--- config.mk ---
export PLATFORM = sky130hd
export DESIGN_NAME = pif_regs
export DESIGN_NICKNAME = d
export VERILOG_FILES = /design/src/logic/pif_pkg.sv /design/src/logic/pif_regs.sv
export SDC_FILE = /design/constraint.sdc
export NUM_CORES = 1
export LEC_CHECK = 0
export BUFFER_PORTS_ARGS = -buffer_cell sky130_fd_sc_hd__buf_4
export CAP_MARGIN = 20
export CORE_MARGIN = 3
export CORE_UTILIZATION = 34
export DETAILED_ROUTE_END_ITERATION = 16
export GPL_TIMING_DRIVEN = 0
export PLACE_DENSITY = 0.68
export SETUP_SLACK_MARGIN = 0.1
export SYNTH_ARGS = -nofsm -noshare
export SYNTH_HDL_FRONTEND = slang
export SYNTH_SLANG_ARGS = --single-unit
--- constraint.sdc ---
create_clock -name pclk -period 1.7 [get_ports pclk]
set_input_delay 0.17 -clock pclk [delete_from_list [all_inputs] [get_ports pclk]]
set_output_delay 0.17 -clock pclk [all_outputs]
set_load 0.02 [all_outputs]
--- src/logic/pif_pkg.sv ---
// constants for the peripheral interrupt flag register block
// assumes a 32-bit apb slave with word-aligned registers
package pif_pkg;

  // ****************************************
  // register map, byte addresses
  // ****************************************
  localparam int unsigned ADDR_W              = 12;
  localparam logic [11:0] OFS_FLAGS_CLOCK_ADC = 12'h000;
  localparam logic [11:0] OFS_FLAGS_ANALOG    = 12'h004;
  localparam logic [11:0] OFS_MASK_CLOCK_ADC  = 12'h008;
  localparam logic [11:0] OFS_MASK_ANALOG     = 12'h00C;
  localparam logic [11:0] OFS_ZC_EDGE_CTRL    = 12'h010;

  // ****************************************
  // field positions
  // ****************************************
  localparam int unsigned BIT_OSC_FAILSAFE    = 7;
  localparam int unsigned BIT_CLOCK_SWITCH    = 6;
  localparam int unsigned BIT_CONVERSION_DONE = 0;
  localparam int unsigned BIT_ZERO_CROSS      = 6;
  localparam int unsigned BIT_CMP_TWO         = 1;
  localparam int unsigned BIT_CMP_ONE         = 0;
  localparam int unsigned BIT_ZC_RISE_EN      = 0;
  localparam int unsigned BIT_ZC_FALL_EN      = 1;

  // ****************************************
  // implemented bits and reset values
  // ****************************************
  localparam logic [7:0] IMPL_CLOCK_ADC = 8'hC1;
  localparam logic [7:0] IMPL_ANALOG    = 8'h43;
  localparam logic [7:0] RST_FLAGS      = 8'h00;
  localparam logic [7:0] RST_MASK       = 8'h00;
  localparam logic [1:0] RST_ZC_EDGE    = 2'h3;
  localparam logic [1:0] ZC_EDGE_IMPL   = 2'h3;

endpackage

--- src/logic/pif_regs.sv ---
// peripheral interrupt flag registers with apb slave, mask and interrupt
// assumes event inputs come from logic on pclk, so they are not synchronised
//
// Notes on behaviour
// - zero-cross flag bit 6 of second register sets on enabled edge, sticks
// - comparator two flag bit 1 of second register sets and sticks
// - comparator one flag bit 0 of second register sets and sticks
// - flags set regardless of the masks; only the zero-cross flag also needs its edge enable
// - all implemented flags reset to zero on every reset; read, write, set
// - unimplemented flag positions always read as zero
//
// Local design decisions: the register addresses and the APB interface to the registers.
`timescale 1ns/1ps

module pif_regs
#(
  parameter logic HAS_CMP_TWO = 1'b1
)
(
  // clock and reset
  input  wire logic                         pclk,
  input  wire logic                         presetn,

  // apb slave
  input  wire logic [pif_pkg::ADDR_W-1:0]   paddr,
  input  wire logic                         psel,
  input  wire logic                         penable,
  input  wire logic                         pwrite,
  input  wire logic [31:0]                  pwdata,
  input  wire logic [3:0]                   pstrb,
  output logic      [31:0]                  prdata,
  output logic                              pready,
  output logic                              pslverr,

  // event sources
  input  wire logic                         osc_failsafe_event,
  input  wire logic                         clock_switch_ready_event,
  input  wire logic                         conversion_done_event,
  input  wire logic                         zero_cross_detector,
  input  wire logic                         comparator_one_event,
  input  wire logic                         comparator_two_event,

  // flag views and interrupt
  output logic      [7:0]                   periph_flags_clock_adc,
  output logic      [7:0]                   periph_flags_analog_events,
  output logic                              irq
);

  // ****************************************
  // state
  // ****************************************
  typedef struct packed {
    logic [7:0]  flags_clk;
    logic [7:0]  flags_ana;
    logic [7:0]  mask_clk;
    logic [7:0]  mask_ana;
    logic [1:0]  zc_edge;
    logic        zc_prev;
    logic        ready;
    logic        err;
    logic [31:0] rdata;
    logic        irq;
  } pif_state_s;

  localparam pif_state_s RST_STATE = '{
    flags_clk : pif_pkg::RST_FLAGS,
    flags_ana : pif_pkg::RST_FLAGS,
    mask_clk  : pif_pkg::RST_MASK,
    mask_ana  : pif_pkg::RST_MASK,
    zc_edge   : pif_pkg::RST_ZC_EDGE,
    zc_prev   : 1'b0,
    ready     : 1'b0,
    err       : 1'b0,
    rdata     : 32'h0000_0000,
    irq       : 1'b0
  };

  // comparator two only exists on the larger part
  localparam logic [7:0] IMPL_ANA =
    pif_pkg::IMPL_ANALOG & ~({7'h00, ~HAS_CMP_TWO} << pif_pkg::BIT_CMP_TWO);

  pif_state_s st_q;
  pif_state_s st_d;

  // ****************************************
  // helpers
  // ****************************************
  // set wins over a clear in the same cycle, so no event is lost
  function automatic logic [7:0] pif_flag_next(
    input logic [7:0] cur,
    input logic [7:0] set,
    input logic [7:0] clr,
    input logic [7:0] impl
  );
    pif_flag_next = ((cur & ~clr) | set) & impl;
  endfunction

  function automatic logic [31:0] pif_byte(input logic [7:0] val);
    pif_byte = {24'h00_0000, val};
  endfunction

  // one address compare, shared by every register decode
  function automatic logic pif_hit(
    input logic [pif_pkg::ADDR_W-1:0] addr,
    input logic [11:0]                ofs
  );
    pif_hit = (addr == ofs);
  endfunction

  // ****************************************
  // bus decode
  // ****************************************
  logic       acc;
  logic       done;
  logic       wr;
  logic       hit_fclk;
  logic       hit_fana;
  logic       hit_mclk;
  logic       hit_mana;
  logic       hit_zc;
  logic       mapped;
  logic [7:0] wbyte;

  assign acc      = psel & penable;
  assign done     = acc & st_q.ready;
  assign wr       = done & pwrite & pstrb[0];
  assign wbyte    = pwdata[7:0];
  assign hit_fclk = pif_hit(paddr, pif_pkg::OFS_FLAGS_CLOCK_ADC);
  assign hit_fana = pif_hit(paddr, pif_pkg::OFS_FLAGS_ANALOG);
  assign hit_mclk = pif_hit(paddr, pif_pkg::OFS_MASK_CLOCK_ADC);
  assign hit_mana = pif_hit(paddr, pif_pkg::OFS_MASK_ANALOG);
  assign hit_zc   = pif_hit(paddr, pif_pkg::OFS_ZC_EDGE_CTRL);
  assign mapped   = hit_fclk | hit_fana | hit_mclk | hit_mana | hit_zc;

  // ****************************************
  // event collection
  // ****************************************
  logic       zc_rise;
  logic       zc_fall;
  logic [7:0] set_clk;
  logic [7:0] set_ana;
  logic [7:0] clr_clk;
  logic [7:0] clr_ana;

  // edges qualified by the detector's edge enables only
  assign zc_rise = zero_cross_detector & ~st_q.zc_prev
                   & st_q.zc_edge[pif_pkg::BIT_ZC_RISE_EN];
  assign zc_fall = ~zero_cross_detector & st_q.zc_prev
                   & st_q.zc_edge[pif_pkg::BIT_ZC_FALL_EN];

  // no mask or global enable term here on purpose
  always_comb
  begin
    set_clk = 8'h00;
    set_ana = 8'h00;
    set_clk[pif_pkg::BIT_OSC_FAILSAFE]    = osc_failsafe_event;
    set_clk[pif_pkg::BIT_CLOCK_SWITCH]    = clock_switch_ready_event;
    set_clk[pif_pkg::BIT_CONVERSION_DONE] = conversion_done_event;
    set_ana[pif_pkg::BIT_ZERO_CROSS]      = zc_rise | zc_fall;
    set_ana[pif_pkg::BIT_CMP_TWO]         = comparator_two_event;
    set_ana[pif_pkg::BIT_CMP_ONE]         = comparator_one_event;
  end

  // software clears a flag by writing a one to it
  assign clr_clk = (wr & hit_fclk) ? wbyte : 8'h00;
  assign clr_ana = (wr & hit_fana) ? wbyte : 8'h00;

  // ****************************************
  // next state
  // ****************************************
  always_comb
  begin
    st_d = st_q;

    st_d.zc_prev = zero_cross_detector;

    // sticky flags, implemented bits only
    st_d.flags_clk = pif_flag_next(st_q.flags_clk, set_clk, clr_clk,
                                   pif_pkg::IMPL_CLOCK_ADC);
    st_d.flags_ana = pif_flag_next(st_q.flags_ana, set_ana, clr_ana,
                                   IMPL_ANA);

    // configuration writes
    if (wr & hit_mclk)
    begin
      st_d.mask_clk = wbyte & pif_pkg::IMPL_CLOCK_ADC;
    end
    if (wr & hit_mana)
    begin
      st_d.mask_ana = wbyte & IMPL_ANA;
    end
    if (wr & hit_zc)
    begin
      st_d.zc_edge = wbyte[1:0] & pif_pkg::ZC_EDGE_IMPL;
    end

    // one wait state: ready rises in the second access cycle
    st_d.ready = acc & ~st_q.ready;
    st_d.err   = 1'b0;
    st_d.rdata = 32'h0000_0000;
    if (acc & ~st_q.ready)
    begin
      st_d.err = ~mapped;
      if (~pwrite)
      begin
        // unmapped reads return zero alongside the error response
        unique case (1'b1)
          hit_fclk:
          begin
            st_d.rdata = pif_byte(st_q.flags_clk);
          end
          hit_fana:
          begin
            st_d.rdata = pif_byte(st_q.flags_ana);
          end
          hit_mclk:
          begin
            st_d.rdata = pif_byte(st_q.mask_clk);
          end
          hit_mana:
          begin
            st_d.rdata = pif_byte(st_q.mask_ana);
          end
          hit_zc:
          begin
            st_d.rdata = {30'h0000_0000, st_q.zc_edge};
          end
          default:
          begin
            st_d.rdata = 32'h0000_0000;
          end
        endcase
      end
    end

    // level interrupt from the flags as they will stand
    st_d.irq = |({st_d.flags_clk, st_d.flags_ana}
                 & {st_d.mask_clk, st_d.mask_ana});
  end

  // ****************************************
  // registers
  // ****************************************
  // every reset source lands here, so flags clear on all of them
  always_ff @(posedge pclk or negedge presetn)
  begin
    if (!presetn)
    begin
      st_q <= RST_STATE;
    end
    else
    begin
      st_q <= st_d;
    end
  end

  // ****************************************
  // outputs
  // ****************************************
  assign prdata                     = st_q.rdata;
  assign pready                     = st_q.ready;
  assign pslverr                    = st_q.err;
  assign irq                        = st_q.irq;
  assign periph_flags_clock_adc     = st_q.flags_clk;
  assign periph_flags_analog_events = st_q.flags_ana;

endmodule
==> metrics.yaml, run 1 <==
sta:
  min_period_ns: 1.631
  timing.hold.ws_ns: 0.03342
  maxSlewHeadroom_pct: 65.92
  rsz0062_at_grt: "yes"
  setup-violations-final: 0
  post-route-period-util_pct: 95.93
  hold_viol: 0
  worstMarginPinSlew_ns: 0.5102
  drv_slew: 0
  fin_worst_skew_ns: 0.006654
  fmax_mhz: 613.2
die:
  core_sq_um: 4504
  chipHeight_microns: 75.25
  dieArea_sq_um: 5662
  row_count: 24
  ios: 110
  initial_core_util_pct: 36.19
  die_x_microns: 75.25
placement:
  hpwl_mm: 2.933
  io_buffers: 37
  gp_congestion: 0.8443
  placed_cells: 303
worst_setup_path:
  slowest_delay_ns: 0.39
  crit_path_frequent_cell: "nand4_1"
  end_kind: "flip-flop"
  startpoint_type: "flip-flop"
  slowest_stage: "dfrtp_2"
  crit_required_ns: 1.84
  crit_fanout: 5
  crit_type: "reg -> reg"
  path_cells: "and4b_1, nand4_1, o21ai_0, o311ai_1, a22oi_1, nand4_1"
  arrival_ns: 1.77
grt:
  grt_pass1_wl_mm: 5.782
  grt-ovfl-total: 0
  grt_antenna_before_repair: 0
  grt.total_usage_pct: 13.16
  grt_pass1_vias: 1214
  grt_max_degree: 23
drt:
  ant_nets: 0
  top_layer_used: "met4"
  drt-initial-drc-count: 117
  vias: 1400
  drc_errors: 0
  viasPerCell: 4.430
  routed-wl-met2_mm: 1.876
  wl_per_cell_microns: 12.01
  dr.pass1.iters: 4
  totalWireLength_mm: 3.795
  met3WireLength_microns: 327
  wl_met1_mm: 1.565
final_layout:
  drive_gt1_share_pct: 46.21
  areaGrowthSynthToFinish_pct: 40.68
  diodes: 0
  nNetsFinal: 324
  layout.cells.non_filler: 316
clocking:
  clock_latency_ns: 0.26
  cts_buffers: 3
  clkTransAtPathRegs_ns: 0.08
  cts_tree: "yes"
  clockRootBuffer: "clkbuf_8"
  htree_levels: 1
  clkSinkCount: 22
  cts_buffer_depth: 2
logic_synthesis:
  synth_enable_flop_cells: 0
  synth_top_cells_by_count: "48 x buf_4, 20 x dfrtp_1, 15 x nand2_1"
  synth_xor_area_share_pct: 0
  netlist.top_cell.by_area: "dfrtp_1"
  synth.distinct_cells: 44
  syn_area_sq_um: 1630
  ys_ff_latch: 22
  synth_seq_area_share_pct: 33.92
  synthArstFlopShare_pct: 100.0
  syn_area_per_cell_sq_um: 9.211
  netlist_instances: 177
  synthMostInstantiatedCell: "buf_4"
  yosys.area_share.adder_pct: 0
  synth_area_leaders: "dfrtp_1 31%, buf_4 22%, mux2_2 3.5%"
  synthSimpleGateAreaFrac_pct: 21.41
  synthMuxAreaShare_pct: 7.751
  yosysTopAreaCellShare_pct: 30.70
  synth_top_family_by_area: "buffers and inverters"
  synth-compound-area-share_pct: 11.51
  synth-main-ff-cell: "dfrtp_1"
  yosys_warnings: 0
worst_hold_path:
  hold_path_class: "in -> reg"
flow_run:
  maxCapViolations: 0
power_and_ir_drop:
  peakVddDrop_v: 0.0004068
  power_density_nw_per_um2: 502.9
  leakage_uw: 0.001128
outcome:
  status: "finished clean"
metrics by stage:
| step | setup TNS [ns] | total power (uW) | worst slack (ns) | area [sq um] | util [%] |
|---|---|---|---|---|---|
| after floorplan | 0 | 736.1 | 0.1061 | 1780 | - |
| after global placement | -0.1545 | 815.2 | -0.1532 | 2123 | 47.14 |
| after detailed placement | -0.2462 | 817.4 | -0.1935 | 2123 | 47.14 |
| after CTS | 0 | 1152 | 0.09199 | 2216 | 49.19 |
| after global routing | 0 | 1213 | 0.02375 | 2293 | 50.92 |
| final | 0 | 1153 | 0.06916 | 2293 | 50.92 |
critical path, delay by kind of cell (launching register included):
kind / cells / cell delay, ns
AO/OA/AOI/OAI: 3 / 0.59
flip-flops: 1 / 0.39
AND/OR/NAND/NOR: 3 / 0.52
logic make-up (layout without fill, tap and decap cells):
kind of cell	count (synthesis)	count (layout)
buffers and inverters	59	109
and+or+nand+nor	58	58
AOI/OAI and AO/OA	28	28
DFF	22	22
muxes	9	9
other	1	38
report_power, final:
group | switching [uW] | total (uW) | leakage (uW) | internal [uW]
registers | 3.88 | 532 | 0.000266 | 528
logic | 163 | 290 | 0.000839 | 127
clock network | 164 | 331 | 0.0000228 | 167
total | 331 | 1150 | 0.00113 | 823
state kept, by name, summed over array words and instances, names as in the netlist:
register	cells
periph_flags_analog_events	3
periph_flags_clock_adc	3
pslverr	1
pready	1
st_q	9
prdata	4
irq	1
final cells by class:
cell class | count | area [sq um]
Buffer | 54 | 391.6
Clock buffer | 4 | 45.04
Fill cell | 431 | 2211
Inverter | 5 | 18.77
Multi-Input combinational cell | 133 | 870.8
Sequential cell | 22 | 554.3
Tap cell | 52 | 65.06
Timing Repair Buffer | 46 | 347.8
final timing paths:
path / from / to / slack (ns) / cells past startpoint
setup / recovery: pready / irq / 0.07 / 6
max in group asynchronous: presetn / st_q[37] / 1.08 / 2
setup reg to reg: pready / irq / 0.07 / 6
hold / removal: zero_cross_detector / st_q[35] / 0.03 / 1
hold reg to reg: st_q[53] / st_q[53] / 0.53 / 1
min in group asynchronous: presetn / irq / 0.33 / 2
routing by layer:
metal  track usage, %  vias up
met5                0        -
met4            2.330        0
met3            3.872        4
met2            22.34       62
met1            16.85      631
li1                 -      703
placed cells by master, fill, tap and decap left out, drive strengths merged, types with 2 or more instances in the layout:
cell type  instances
o31a               2
or2                2
nor2              10
o22a               3
a21o               5
nand2             15
dfrtp             20
nand4              5
conb              38
a21oi              4
nor3               2
clkbuf             8
dfstp              2
nand2b             3
o21ai              9
mux4               2
nand3              8
buf               95
nand3b             4
mux2               6
inv                5
nor4               2
timing repair:
action | 4_1_cts | 5_1_grt
hold buffers | 1 | 0
pin swaps | 5 | 5
gates cloned | 0 | 0
buffers inserted | 5 | 3
endpoints found under the setup margin | 1 | 4
gates resized for setup | 0 | 9
endpoints found under the hold margin | 20 | 0
No activity file was read; power rests on OpenSTA's default activity.
==> run 2, diff against run 1 <==
- REMOVE_ABC_BUFFERS: not set -> 1
==> run 2 against run 1 <==
Effect of this change: via count down 11%; global-route usage down 0.88 points; register-to-register slack worse by 0.06 ns; sequential cell count unchanged; count of clock-buffer cells in the layout unchanged; largest power group unchanged.
==> metrics.yaml, run 2 (synthesis gave the netlist of run 1 again) <==
grt:
  grt-ovfl-total: 0  # unchanged
  grt_pass1_vias: 1089  # was 1,214
  grt_antenna_before_repair: 0  # unchanged
  grt_pass1_wl_mm: 5.285  # was 5.782 mm
  grt_max_degree: 23  # unchanged
  grt.total_usage_pct: 12.28  # was 13.16%
power_and_ir_drop:
  peakVddDrop_v: 0.0002740  # was 0.0004068 V
  p_total_uw: 1124  # was 1153 uW
  leakage_uw: 0.0008677  # was 0.001128 uW
  power_density_nw_per_um2: 597.6  # was 502.9 nW/um^2
final_layout:
  largest_register_ffs: 9  # unchanged
  areaGrowthSynthToFinish_pct: 15.35  # was 40.68%
  drive_gt1_share_pct: 33.18  # was 46.21%
  regMostFlops: "st_q"  # unchanged
  final_common_cell: "buf_4"  # unchanged
  nNetsFinal: 271  # was 324
  nFillCells: 463  # was 431
  diodes: 0  # unchanged
  final_area_sq_um: 1881  # was 2293 sq um
  final_util_pct: 41.75  # was 50.92%
  layout_common_cells: "46 x buf_4, 38 x conb_1, 20 x dfrtp_1, 15 x nand2_1, 9 x o21ai_0"  # was 93 x buf_4, 38 x conb_1, 19 x dfrtp_1, 15 x nand2_1, 9 x o21ai_0
clocking:
  cts_buffers: 3  # unchanged
  clockRootBuffer: "clkbuf_8"  # unchanged
  htree_levels: 1  # unchanged
  clkSinkCount: 22  # unchanged
  clock_latency_ns: 0.27  # was 0.26 ns
  clkTransAtPathRegs_ns: 0.08  # about the same
  cts_buffer_depth: 2  # unchanged
  cts_tree: "yes"  # unchanged
die:
  initial_core_util_pct: 36.19  # unchanged
  dieArea_sq_um: 5662  # unchanged
  row_count: 24  # unchanged
  chipHeight_microns: 75.25  # unchanged
  ios: 110  # unchanged
  core_sq_um: 4504  # unchanged
  die_x_microns: 75.25  # unchanged
drt:
  ant_nets: 0  # unchanged
  viasPerCell: 4.745  # was 4.430
  vias: 1248  # was 1,400
  dr.pass1.iters: 4  # unchanged
  totalWireLength_mm: 3.477  # was 3.795 mm
  drt-initial-drc-count: 120  # was 117
  wl_per_cell_microns: 13.22  # was 12.01 microns
  drc_errors: 0  # unchanged
sta:
  fmax_mhz: 592.4  # was 613.2 MHz
  min_period_ns: 1.688  # was 1.631 ns
  rsz0062_at_grt: "yes"  # unchanged
  setup-violations-final: 0  # unchanged
  drv_slew: 0  # unchanged
  fin_worst_skew_ns: 0.007653  # was 0.006654 ns
  post-route-period-util_pct: 99.29  # was 95.93%
  hold_viol: 0  # unchanged
worst_setup_path:
  startpoint_type: "flip-flop"  # unchanged
  worstRegToRegCells: 6  # unchanged
  r2r_start: "pready"  # unchanged
  end_kind: "flip-flop"  # unchanged
  r2r_slack_ns: 0.01  # was 0.07 ns
  crit_required_ns: 1.83  # was 1.84 ns
  r2r_end: "irq"  # unchanged
  crit_type: "reg -> reg"  # unchanged
  arrival_ns: 1.82  # was 1.77 ns
  crit_fanout: 5  # unchanged
flow_run:
  maxCapViolations: 0  # unchanged
placement:
  gp_congestion: 0.8345  # was 0.8443
  io_buffers: 40  # was 37
  hpwl_mm: 2.661  # was 2.933 mm
  place_area_sq_um: 1743  # was 2123 sq um
worst_hold_path:
  holdCritStartpoint: "zero_cross_detector"  # unchanged
  hold_depth: 1  # unchanged
  whs_endpoint: "st_q[35]"  # unchanged
  hold_path_class: "in -> reg"  # unchanged
outcome:
  status: "finished clean"  # unchanged
## run 2: repair_timing
item / CTS / global route
hold buffers: 1 / 0
resized for setup: 5 / 1
endpoints found under the hold margin: 20 / 0
setup endpoints to repair: 4 / 6
pin swaps: 4 / 1
buffers inserted: 6 / 0
## run 2: power breakdown
| group | internal [uW] | switching, uW | total [uW] | leakage [uW] |
|---|---|---|---|---|
| Combinational | 67.7 | 146 | 214 | 0.000571 |
| Sequential | 528 | 4.09 | 532 | 0.000268 |
| Clock | 207 | 171 | 378 | 0.0000288 |
## run 2: area by class of cell
| type | instances | area, sq um | share of cell area, % |
|---|---|---|---|
| Tap cell | 52 | 65.06 | 3.460 |
| Clock buffer | 4 | 55.05 | 2.927 |
| Inverter | 5 | 18.77 | 0.9980 |
| Timing Repair Buffer | 47 | 355.3 | 18.90 |
| Sequential cell | 22 | 553.0 | 29.41 |
| Multi-Input combinational cell | 133 | 833.3 | 44.31 |
## run 2: metal layers
metal	wire [microns]	share of wire, %	GRT usage (%)	vias up
li1	-	-	-	594
met1	1479	43	15.81	596
met2	1700	49	20.50	54
met3	259	7.4	2.136	4
met4	38	1.1	4.660	0
met5	0	0	0	-
## run 2: worst max-delay path by stage
stage / slack (ns) / end / startpoint
global route: -0.06 / irq / pready
CTS: 0.03 / irq / pready
floorplan: -0.03 / irq / pready
detailed placement: -0.38 / irq / paddr[7]
finish: 0.01 / irq / pready
global placement: -0.39 / irq / paddr[7]
## run 2: critical path, stage by stage (launching register included)
cell	delay, ns
dfrtp_1	0.40
nand3_2	0.10
nor2_4	0.25
nand4_4	0.15
mux2_4	0.34
a32oi_1	0.18
nand4_1	0.13
## run 2: metrics by stage
| step | hold slack, ns | std cells | worst slack, ns | TNS [ns] |
|---|---|---|---|---|
| global placement | 0.07381 | 252 | -0.3891 | -1.305 |
| CTS | 0.02574 | 263 | 0.02571 | 0 |
| floorplan | -0.1256 | 160 | -0.03416 | -0.03416 |
| finish | 0.02798 | 263 | 0.01205 | 0 |
| detailed placement | 0.07463 | 252 | -0.3794 | -1.332 |
| global route | 0.02746 | 263 | -0.05651 | -0.05651 |
==> run 3, diff against run 2 <==
- CELL_PAD_IN_SITES_DETAIL_PLACEMENT: not set -> 0
- CELL_PAD_IN_SITES_GLOBAL_PLACEMENT: not set -> 1
- CORE_UTILIZATION: 34 -> 29
- PLACE_DENSITY: 0.68 -> not set
- PLACE_DENSITY_LB_ADDON: not set -> 0.1
==> run 3 against run 2 <==
Effect of this change: worst setup slack improved by 0.067 ns; first-iteration DRC count shrank 38%; design area up 4.3%; highest routed layer unchanged.
==> metrics.yaml, run 3 (synthesis gave the netlist of run 1 again) <==
clocking:
  cts_buffers: 3  # unchanged
  clkTransAtPathRegs_ns: 0.08  # about the same
  clkSinkCount: 22  # unchanged
  clockRootBuffer: "clkbuf_8"  # unchanged
  clock_latency_ns: 0.26  # was 0.27 ns
  htree_levels: 1  # unchanged
  cts_buffer_depth: 2  # unchanged
  cts_tree: "yes"  # unchanged
final_layout:
  regMostFlops: "st_q"  # unchanged
  regArea_sq_um: 553.0  # unchanged
  multi_input_area_sq_um: 862.1  # was 833.3 sq um
  areaGrowthSynthToFinish_pct: 20.26  # was 15.35%
  final_common_cell: "buf_4"  # unchanged
  layout.cells.non_filler: 281  # was 263
  drive_gt1_share_pct: 36.02  # was 33.18%
  layout_common_cells: "45 x buf_4, 38 x conb_1, 20 x dfrtp_1, 15 x nand2_1"  # was 46 x buf_4, 38 x conb_1, 20 x dfrtp_1, 15 x nand2_1, 9 x o21ai_0
  largest_register_ffs: 9  # unchanged
  nFillCells: 546  # was 463
  nNetsFinal: 271  # unchanged
  diodes: 0  # unchanged
drt:
  wl_per_cell_microns: 14.12  # was 13.22 microns
  viasPerCell: 4.441  # was 4.745
  dr.pass1.iters: 4  # unchanged
  drt-initial-drc-count: 75  # was 120
  drc_errors: 0  # unchanged
  vias: 1248  # unchanged
  totalWireLength_mm: 3.967  # was 3.477 mm
  ant_nets: 0  # unchanged
placement:
  io_buffers: 40  # unchanged
  placed_cells: 270  # was 252
  preCtsSetupSlack_ns: -0.4078  # was -0.3794 ns
  gp_congestion: 0.7772  # was 0.8345
  hpwl_mm: 2.975  # was 2.661 mm
sta:
  fmax_mhz: 617.0  # was 592.4 MHz
  setup_slack_ns: 0.07924  # was 0.01205 ns
  drv_slew: 0  # unchanged
  post-route-period-util_pct: 95.34  # was 99.29%
  fin_worst_skew_ns: 0.004849  # was 0.007653 ns
  min_period_ns: 1.621  # was 1.688 ns
  hold_viol: 0  # unchanged
  rsz0062_at_grt: "yes"  # unchanged
  setup-violations-final: 0  # unchanged
worst_setup_path:
  arrival_ns: 1.76  # was 1.82 ns
  crit_required_ns: 1.84  # was 1.83 ns
  startpoint_type: "flip-flop"  # unchanged
  crit_type: "reg -> reg"  # unchanged
  end_kind: "flip-flop"  # unchanged
  crit_fanout: 5  # unchanged
die:
  initial_core_util_pct: 30.94  # was 36.19%
  row_count: 26  # was 24
  core_sq_um: 5270  # was 4504 sq um
  die_x_microns: 80.98  # was 75.25 microns
  ios: 110  # unchanged
  chipHeight_microns: 80.98  # was 75.25 microns
  dieArea_sq_um: 6558  # was 5662 sq um
grt:
  grt.total_usage_pct: 12.15  # was 12.28%
  grt_max_degree: 23  # unchanged
  grt_pass1_vias: 1174  # was 1,089
  grt-ovfl-total: 0  # unchanged
  grt_antenna_before_repair: 0  # unchanged
  grt_pass1_wl_mm: 6.058  # was 5.285 mm
flow_run:
  maxCapViolations: 0  # unchanged
worst_hold_path:
  hold_path_class: "in -> reg"  # unchanged
power_and_ir_drop:
  peakVddDrop_v: 0.0005844  # was 0.0002740 V
  power_density_nw_per_um2: 630.5  # was 597.6 nW/um^2
  leakage_uw: 0.0008755  # was 0.0008677 uW
outcome:
  status: "finished clean"  # unchanged
## run 3: worst paths after layout
| kind | from | end | slack [ns] | depth (start not counted) |
|---|---|---|---|---|
| max | pready | irq | 0.08 | 7 |
| min reg2reg | periph_flags_analog_events[0] | periph_flags_analog_events[0] | 0.53 | 1 |
| max in group asynchronous | presetn | st_q[37] | 1.08 | 2 |
| min | zero_cross_detector | st_q[35] | 0.02 | 1 |
| min in group asynchronous | presetn | pslverr | 0.34 | 2 |
| max reg2reg | pready | irq | 0.08 | 7 |
## run 3: what timing repair did
item                                    in CTS  in global routing
gates resized for setup                      7                  7
hold endpoints to repair                    20                  0
endpoints found under the setup margin       4                  6
pin swaps                                    4                  3
hold buffers                                 1                  0
setup buffers                                6                  0
gates cloned                                 0                  0
## run 3: area by class of cell
type,instances,share of cell area [%]
Clock inverter,1,1.532
Multi-Input combinational cell,133,43.97
Timing Repair Buffer,47,18.76
Tap cell,70,4.467
Sequential cell,22,28.21
Inverter,5,0.9572
Clock buffer,3,2.106
## run 3: routing by layer
layer / part of all wire (%) / wire length [microns] / global-route usage (%) / vias up
met5: 0 / 0 / 0 / -
met4: 0.86 / 34 / 1.520 / 0
met3: 8.5 / 337 / 3.326 / 4
met2: 48 / 1909 / 19.87 / 63
met1: 43 / 1686 / 16.45 / 587
li1: - / - / - / 594
## run 3: where the power goes
part,switching [uW],internal [uW],leakage (uW)
Clock,173,315,0.0000357
Sequential,3.57,528,0.000268
Combinational,150,67.3,0.000572
Total,326,910,0.000876
## run 3: metrics by stage
stage / hold WS (ns) / total power [uW] / TNS, ns / area [sq um] / utilization [%]
3_5_place_dp: 0.08661 / 749.9 / -2.099 / 1765 / 33.50
3_3_place_gp: 0.08350 / 748.4 / -2.002 / 1765 / 33.50
2_1_floorplan: -0.1256 / 651.8 / -0.03416 / 1378 / -
4_1_cts: 0.01048 / 1262 / 0 / 1938 / 36.78
5_1_grt: 0.004814 / 1297 / -0.04226 / 1961 / 37.20
6_report: 0.02428 / 1236 / 0 / 1961 / 37.20
## run 3: critical path, stage by stage (launching register included)
cell	delay (ns)
dfrtp_1	0.40
nand3_2	0.10
nor2_4	0.11
buf_12	0.13
nand3_4	0.08
or4b_4	0.50
nand3_2	0.08
nand4_1	0.09
